## config.mk

```make
export PLATFORM = sky130hd
export DESIGN_NAME = decim_ctrl
export DESIGN_NICKNAME = d
export VERILOG_FILES = /design/src/pkg/decim_pkg.sv /design/src/logic/decim_ctrl.sv
export SDC_FILE = /design/constraint.sdc
export NUM_CORES = 2
export LEC_CHECK = 0
export CORE_MARGIN = 1
export CORE_UTILIZATION = 47
export CTS_CLUSTER_SIZE = 20
export DETAILED_ROUTE_END_ITERATION = 16
export DONT_BUFFER_PORTS = 1
export HOLD_SLACK_MARGIN = 0.08
export MAX_ROUTING_LAYER = met4
export PLACE_DENSITY = 0.68
export SLEW_MARGIN = 40
export SYNTH_ARGS = -nofsm -noshare
export SYNTH_HDL_FRONTEND = slang
export SYNTH_SLANG_ARGS = --single-unit
```

## constraint.sdc

```tcl
create_clock -name CLK_I -period 15.8 [get_ports CLK_I]
set_input_delay 0.79 -clock CLK_I [delete_from_list [all_inputs] [get_ports CLK_I]]
set_output_delay 0.79 -clock CLK_I [all_outputs]
set_load 0.02 [all_outputs]
```

## src/pkg/decim_pkg.sv

```systemverilog
// Shared constants and carrier types of the decimating filter control block
`default_nettype none
package decim_pkg;
    localparam int SAMPLE_W = 16;
    localparam int COEF_W = 16;
    localparam int ACC_W = 40;
    localparam int RATE_W = 8;
    localparam int SHIFT_W = 6;
    localparam int STAGE_W = 3;
    localparam int FRATE_W = 5;
    localparam logic [FRATE_W-1:0] FIR_RATE_MAX = 5'h10;
    localparam logic [SHIFT_W-1:0] SHIFT_PASS_NTH = 6'h32;
    localparam logic [RATE_W-1:0] RATE_BYPASS = 8'h01;
    localparam logic [STAGE_W-1:0] STAGES_BYPASS = 3'h0;
    localparam int OUT_LSB = 15;

    typedef struct packed {
        logic [RATE_W-1:0] coarse_rate;
        logic [STAGE_W-1:0] stages;
        logic [SHIFT_W-1:0] gain_shift;
        logic [FRATE_W-1:0] fir_rate;
        logic fir_disable;
    } cfg_t;

    localparam cfg_t CFG_RESET = '{coarse_rate: 8'h01, stages: 3'h0, gain_shift: 6'h00,
                                   fir_rate: 5'h01, fir_disable: 1'b0};
endpackage
`default_nettype wire

```

## src/logic/decim_ctrl.sv

```systemverilog
// Two-stage decimating filter: coarse decimator followed by symmetric FIR
//
// Operation
// - After FIR start, coefficient writes are discarded; stored coefficients stay unchanged.
// - Coarse stage bypassed only with coarse rate 1 and stage count 0.
// - Once started, coarse stage runs on; only reset stops it.
// - Each output result holds until the next output-valid strobe replaces it.
// - Gain shift 50 with stage count 0 passes every Nth sample unfiltered through the coarse stage.
// - FIR decimation rate is limited to at most 16.
`default_nettype none
module decim_ctrl #(
    parameter int HALF_TAPS = 4
) (
    // Clock, reset, enable
    input wire logic CLK_I,
    input wire logic RESET_I,
    input wire logic CE_I,
    // Control
    input wire logic [1:0] START_N_I,
    input wire decim_pkg::cfg_t CFG_I,
    input wire logic COEF_WE_I,
    input wire logic [$clog2(HALF_TAPS)-1:0] COEF_ADDR_I,
    input wire logic [decim_pkg::COEF_W-1:0] COEF_DATA_I,
    // Sample stream
    input wire logic SAMPLE_VALID_I,
    input wire logic signed [decim_pkg::SAMPLE_W-1:0] SAMPLE_I,
    // Results and status
    output logic DATA_VALID_O,
    output logic signed [decim_pkg::SAMPLE_W-1:0] DATA_O,
    output logic COARSE_RUN_O,
    output logic FIR_RUN_O,
    output logic RATE_CLAMP_O
);
    localparam int LINE = 2 * HALF_TAPS - 1;

    ////////////////////////////////////////////////////////////////////////////
    // Configuration and run state
    decim_pkg::cfg_t cfg_q;
    logic coarse_run_q, fir_run_q;
    logic signed [decim_pkg::COEF_W-1:0] coef_q [HALF_TAPS];

    // Config frozen once the coarse stage runs, so a glitching bus cannot retune a live filter
    always_ff @(posedge CLK_I) begin
        if (RESET_I) begin
            cfg_q <= decim_pkg::CFG_RESET;
            coarse_run_q <= 1'b0;
            fir_run_q <= 1'b0;
        end else if (CE_I) begin
            if (!coarse_run_q) begin
                cfg_q <= CFG_I;
            end
            if (!START_N_I[0]) begin
                coarse_run_q <= 1'b1;
            end
            if (!START_N_I[1]) begin
                fir_run_q <= 1'b1;
            end
        end
    end

    wire coef_wr = CE_I && COEF_WE_I && !fir_run_q;
    always_ff @(posedge CLK_I) begin
        if (coef_wr) begin
            coef_q[COEF_ADDR_I] <= COEF_DATA_I;
        end
    end

    ////////////////////////////////////////////////////////////////////////////
    // Coarse decimating stage
    wire bypass = (cfg_q.coarse_rate == decim_pkg::RATE_BYPASS)
        && (cfg_q.stages == decim_pkg::STAGES_BYPASS);
    wire pass_nth = (cfg_q.gain_shift == decim_pkg::SHIFT_PASS_NTH)
        && (cfg_q.stages == decim_pkg::STAGES_BYPASS);
    wire [decim_pkg::RATE_W-1:0] rate_eff =
        (cfg_q.coarse_rate == '0) ? decim_pkg::RATE_BYPASS : cfg_q.coarse_rate;

    logic [decim_pkg::RATE_W-1:0] cnt_q;
    logic signed [decim_pkg::ACC_W-1:0] acc_q;
    logic coarse_vld_q;
    logic signed [decim_pkg::SAMPLE_W-1:0] coarse_dat_q;

    wire take = CE_I && coarse_run_q && SAMPLE_VALID_I;
    wire last = (cnt_q == rate_eff - 8'h01);
    wire signed [decim_pkg::ACC_W-1:0] acc_sum = acc_q + decim_pkg::ACC_W'(SAMPLE_I);
    wire signed [decim_pkg::ACC_W-1:0] acc_scaled = acc_sum >>> cfg_q.gain_shift;
    // Stage count above zero is modelled as one integrate-and-dump section
    wire signed [decim_pkg::SAMPLE_W-1:0] coarse_next =
        (bypass || pass_nth) ? SAMPLE_I : acc_scaled[decim_pkg::SAMPLE_W-1:0];

    always_ff @(posedge CLK_I) begin
        if (RESET_I) begin
            cnt_q <= '0;
            acc_q <= '0;
            coarse_vld_q <= 1'b0;
            coarse_dat_q <= '0;
        end else if (CE_I) begin
            coarse_vld_q <= take && (bypass || last);
            if (take) begin
                cnt_q <= (bypass || last) ? '0 : cnt_q + 8'h01;
                acc_q <= (bypass || last) ? '0 : acc_sum;
                if (bypass || last) begin
                    coarse_dat_q <= coarse_next;
                end
            end
        end
    end

    ////////////////////////////////////////////////////////////////////////////
    // Symmetric FIR stage
    wire [decim_pkg::FRATE_W-1:0] frate_eff =
        (cfg_q.fir_rate > decim_pkg::FIR_RATE_MAX) ? decim_pkg::FIR_RATE_MAX :
        (cfg_q.fir_rate == '0) ? 5'h01 : cfg_q.fir_rate;

    logic signed [decim_pkg::SAMPLE_W-1:0] line_q [LINE];
    logic [decim_pkg::FRATE_W-1:0] fcnt_q;
    logic signed [decim_pkg::ACC_W-1:0] part [HALF_TAPS];
    logic signed [decim_pkg::ACC_W-1:0] fir_sum;

    // Only the unique half is stored; mirrored taps share one product
    genvar k;
    generate
        for (k = 0; k < HALF_TAPS; k++) begin : g_tap
            wire signed [decim_pkg::SAMPLE_W:0] pre = (k == HALF_TAPS - 1) ?
                (decim_pkg::SAMPLE_W+1)'(line_q[k]) :
                (decim_pkg::SAMPLE_W+1)'(line_q[k]) + (decim_pkg::SAMPLE_W+1)'(line_q[LINE-1-k]);
            // Both operands widened first: a cast of the bare product keeps only 17 bits
            assign part[k] = decim_pkg::ACC_W'(pre) * decim_pkg::ACC_W'(coef_q[k]);
        end
    endgenerate

    always_comb begin
        fir_sum = '0;
        for (int i = 0; i < HALF_TAPS; i++) begin
            fir_sum = fir_sum + part[i];
        end
    end

    wire fstep = CE_I && fir_run_q && coarse_vld_q;
    wire flast = (fcnt_q == frate_eff - 5'h01);

    always_ff @(posedge CLK_I) begin
        if (RESET_I) begin
            fcnt_q <= '0;
            for (int i = 0; i < LINE; i++) begin
                line_q[i] <= '0;
            end
        end else if (fstep) begin
            line_q[0] <= coarse_dat_q;
            for (int i = 1; i < LINE; i++) begin
                line_q[i] <= line_q[i-1];
            end
            fcnt_q <= flast ? '0 : fcnt_q + 5'h01;
        end
    end

    ////////////////////////////////////////////////////////////////////////////
    // Output holding registers
    wire fir_out = CE_I && fir_run_q && !cfg_q.fir_disable && fstep && flast;
    wire dis_out = CE_I && cfg_q.fir_disable && coarse_vld_q;
    wire out_new = fir_out || dis_out;
    wire signed [decim_pkg::SAMPLE_W-1:0] out_val = cfg_q.fir_disable ? coarse_dat_q :
        fir_sum[decim_pkg::OUT_LSB +: decim_pkg::SAMPLE_W];

    always_ff @(posedge CLK_I) begin
        if (RESET_I) begin
            DATA_VALID_O <= 1'b0;
            DATA_O <= '0;
            COARSE_RUN_O <= 1'b0;
            FIR_RUN_O <= 1'b0;
            RATE_CLAMP_O <= 1'b0;
        end else if (CE_I) begin
            DATA_VALID_O <= out_new;
            if (out_new) begin
                DATA_O <= out_val;
            end
            COARSE_RUN_O <= coarse_run_q;
            FIR_RUN_O <= fir_run_q;
            RATE_CLAMP_O <= cfg_q.fir_rate > decim_pkg::FIR_RATE_MAX;
        end
    end
endmodule
`default_nettype wire

```

==> flow_results.org <==
** Run status
- The run finished with clean final reports.

** Route
- Post-detailed-routing wire length :: 156600 um
- WL per Instance :: 21.04 um
- After detailed routing, the number of remaining DRC violations is 0.
- Total via count in the routed design :: 40360
- Vias per Instance :: 5.422
- DRC marker count from the first detailed-route iteration :: approximately 3200
- The count of nets left with antenna violations once routing finished came out at 0.
- Router iterations before antenna repair :: 5

** Synth
- Warning count from the yosys run :: 0
- Of all flip-flops after synthesis, the portion carrying an async set or reset was 0%.
- Predominant post-synthesis flop cell :: sky130_fd_sc_hd__edfxtp_1
- A synthesized cell averages 9.539 um2.
- Yosys mapped a number of flops with a built-in enable equal to about 180.
- Summed over its instances, the top area cell type makes up 42.62% of the synthesized netlist area.
- Net count after synthesis :: 7503
- The netlist uses 93 different library cells.
- The synthesized netlist occupies a cell area of between 0.05 and 0.06 mm2.
- The synthesized design spends more area on one cell type than any other, namely sky130_fd_sc_hd__fa_1.
- Among all cell types in the netlist, the one instantiated most often is sky130_fd_sc_hd__inv_1.
- Top cells by area in the synthesized netlist :: sky130_fd_sc_hd__fa_1 43%, sky130_fd_sc_hd__edfxtp_1 9.4%, sky130_fd_sc_hd__inv_1 8.5%
- The cell count after synthesis came out at 5900.
- Register bit total from synthesis :: 291
- Counting instances in the post-synthesis netlist gives the leading cell types as 1268 x sky130_fd_sc_hd__inv_1, 1198 x sky130_fd_sc_hd__fa_1, 683 x sky130_fd_sc_hd__nand2_1.
- Sequential fraction of the synthesis area :: 13.48%

** CTS
- Clock latency on the worst-skew pair, taken at its later pin, is 0.62 ns.
- Number of sinks handled by clock tree synthesis :: 291
- # H-tree levels :: 2
- For this design, the CTS-stage hold fixing added 0 buffers.
- Root cell of the clock tree :: sky130_fd_sc_hd__clkbuf_16
- In this run, CTS created clock tree buffers numbering 37.
- After clock tree synthesis, the clock-pin slew on the worst setup and hold paths is 0.07 ns.
- Buffers added to address setup during post-CTS repair amount to 0.
- Longest Clk Path Bufs :: 3
- Once the clock tree was built, the resizer swapped 0 gates to a different size.
- Clock tree from TritonCTS :: built

** Setup path
- The worst setup path is of the flop to flop kind.
- The kind of cell with the highest combined delay along the critical path is adder cells.
- Counting cells, the worst reg-to-reg path comes to 41.
- Element type at the critical path start :: flop
- The largest individual stage delay along the critical path comes from the cell sky130_fd_sc_hd__fa_1.
- Setup slack, reg-to-reg :: 3.26 ns
- Reg2Reg Capture Point :: DATA_O[15]$_SDFFE_PP0P_
- Worst path bufs/invs :: 7
- Startpoint of the lowest-slack register-to-register path :: line_q[0][64]$_SDFFCE_PN0P_
- On the worst path, the slowest cell contributes a delay of 0.73 ns.
- Sort of element at the end of the critical path :: flop
- Data on the critical path arrives at its endpoint at 13.01 ns.
- For the worst setup path, the data required time is 16.26 ns.
- Crit Path Max Fanout :: 15
- In this design, the critical path's most frequently occurring cell is sky130_fd_sc_hd__fa_1.

** Layout
- The post-route netlist has 3.802% of its cells at a drive strength greater than 1.
- In the final design database the tool counted 7413 nets.
- Layout-stage area growth over the synthesis result :: 5.736%

** GRT
- GRT Util Overall :: 27.82%
- The first global-routing pass estimated 250200 um of wire.
- Global-route congestion overflow total :: 0
- The number of antenna violations at the first check in global routing is 6.
- The via count of the first global-routing pass was 42910.
- Entering global routing, the biggest net connects 122 pins.

** Floorplanning
- # rows :: ~130
- The initial utilization of the core area, before any placement, comes to between 40% and 50%.
- Die outline width :: 348.0 um
- Standard cell core area :: 0.1184 mm2
- The die covers between 0.1 and 0.15 mm2.
- Measured along the y axis, the die boundary spans 348.0 um.
- Number of top-level design ports :: 84

** Hold path
- WHS Path Cells :: 0
- Worst hold start :: COEF_DATA_I[9]
- For hold timing, the worst endpoint is coef_q[0][9]$_DFFE_PP_.
- The tightest min-delay check is of the input port to flop type.

** STA
- Setup violations remaining at the end of the flow were counted as 0.
- Clock skew after layout :: just under 0.05 ns
- The count of final max-slew check failures came to 0.
- The smallest clock period supported by the final layout is computed as 12.54 ns.
- The final critical path takes up 79.40% of the cycle.
- At the pin with the least slew margin, the transition time is 0.9135 ns.
- Fmax achieved :: around 80 MHz
- Setup repair after global routing left no endpoint under its margin.
- Aggregate negative setup slack :: 0 ns
- Final Hold Violating Endpoints :: 0
- Measured against its own limit, the worst slew margin works out to 39.10%.

** Job
- Across the run, the number of max-cap violations was 0.

** Place
- Number of buffers added on ports :: 0
- At the end of routability-driven placement, the weighted congestion stood at 0.9943.
- Detailed placement ended at an HPWL of 129100 um.
-- worst reg2reg max path, delay by kind of cell, from the launching register on --
kind,cells,cell delay [ns]
DFF,1,0.40
adders and majority gates,13,6.19
buffers and inverters,7,0.81
AOI/OAI and AO/OA,13,3.33
xor gates and xnor gates,3,0.61
and+or+nand+nor,5,1.08
-- registers in the layout (all words and copies together) (netlist names) --
signal / count
FIR_RUN_O: 1
coarse_dat_q: 16
fcnt_q: 5
cnt_q: 8
RATE_CLAMP_O: 1
fir_run_q: 1
coef_q: 64
cfg_q: 23
DATA_O: 16
coarse_run_q: 1
acc_q: 40
COARSE_RUN_O: 1
line_q: 112
DATA_VALID_O: 1
coarse_vld_q: 1
-- layer usage --
layer / vias to the layer above / global-route usage, % / share of wire, %
met4: 0 / 11.05 / 4.6
met3: 333 / 3.683 / 6.8
met5: - / - / 0
met2: 1492 / 43.57 / 47
met1: 20800 / 36.77 / 41
li1: 17740 / - / -
-- area by class of cell --
cell class	instances	area [um2]
inverter	1273	4781
antenna	4	10.01
fill	10930	58890
clock buffer	48	1020
sequential	291	7589
timing repair buffer	99	799.5
clock inverter	20	175.2
tap	1600	2002
multi-input combinational	4108	43130
-- per-stage QoR --
stage	std cells	setup slack [ns]	util (%)	instance area (um2)	hold slack (ns)
6_report	7443	3.255	50.26	59510	0.2576
5_1_grt	7443	2.722	50.26	59510	0.2415
4_1_cts	7426	3.359	50.12	59340	0.2261
3_5_place_dp	7358	3.452	49.11	58140	0.4377
3_3_place_gp	7358	3.532	49.08	58110	0.4334
2_1_floorplan	5900	4.484	-	56280	0.4310
-- how the worst max path moves through the flow --
stage	start	cells past startpoint	end
2_1_floorplan	line_q[0][32]$_SDFFCE_PN0P_	40	DATA_O[15]$_SDFFE_PP0P_
3_3_place_gp	line_q[0][17]$_SDFFCE_PN0P_	39	DATA_O[15]$_SDFFE_PP0P_
3_5_place_dp	line_q[0][64]$_SDFFCE_PN0P_	41	DATA_O[15]$_SDFFE_PP0P_
4_1_cts	line_q[0][64]$_SDFFCE_PN0P_	41	DATA_O[15]$_SDFFE_PP0P_
5_1_grt	line_q[0][64]$_SDFFCE_PN0P_	41	DATA_O[15]$_SDFFE_PP0P_
6_report	line_q[0][64]$_SDFFCE_PN0P_	41	DATA_O[15]$_SDFFE_PP0P_
-- layout by cell type (no fill, tap or decap), types with 16 or more instances in the layout --
cell,Yosys,final
sky130_fd_sc_hd__inv_1,1268,1267
sky130_fd_sc_hd__fa_1,1198,1198
sky130_fd_sc_hd__nand2_1,683,683
sky130_fd_sc_hd__and2_1,572,572
sky130_fd_sc_hd__ha_1,341,340
sky130_fd_sc_hd__nor2_1,217,214
sky130_fd_sc_hd__edfxtp_1,176,176
sky130_fd_sc_hd__a21oi_1,152,151
sky130_fd_sc_hd__xnor2_1,135,135
sky130_fd_sc_hd__dfxtp_1,115,114
sky130_fd_sc_hd__buf_4,0,84
sky130_fd_sc_hd__o21ai_0,78,78
sky130_fd_sc_hd__nor2b_1,68,68
sky130_fd_sc_hd__nand2b_1,58,57
sky130_fd_sc_hd__nor3_1,52,52
sky130_fd_sc_hd__nand3_1,47,46
sky130_fd_sc_hd__xor2_1,48,46
sky130_fd_sc_hd__a21o_1,43,43
sky130_fd_sc_hd__clkbuf_16,0,39
sky130_fd_sc_hd__mux2i_1,37,37
sky130_fd_sc_hd__a211oi_1,27,27
sky130_fd_sc_hd__a22oi_1,26,26
sky130_fd_sc_hd__o211ai_1,25,25
sky130_fd_sc_hd__o21a_1,24,24
sky130_fd_sc_hd__and3_1,23,22
sky130_fd_sc_hd__or3_1,20,20
sky130_fd_sc_hd__nand4_1,16,16
-- cell families (layout without fill, tap and decap cells) --
family | count (synthesis) | in the layout | share of synthesized area, %
compound gates | 536 | 536 | 6.492
xor+xnor | 186 | 186 | 2.935
fa+ha+maj | 1539 | 1539 | 50.20
buf+inv | 1501 | 1440 | 10.03
flops | 291 | 291 | 13.48
mux | 54 | 54 | 1.078
other cells | 0 | 4 | 0
simple gates | 1793 | 1793 | 15.79
Power is left out: the tool's default activity adds up to more than one toggle a clock period on the data nets, which glitch-free logic cannot reach.
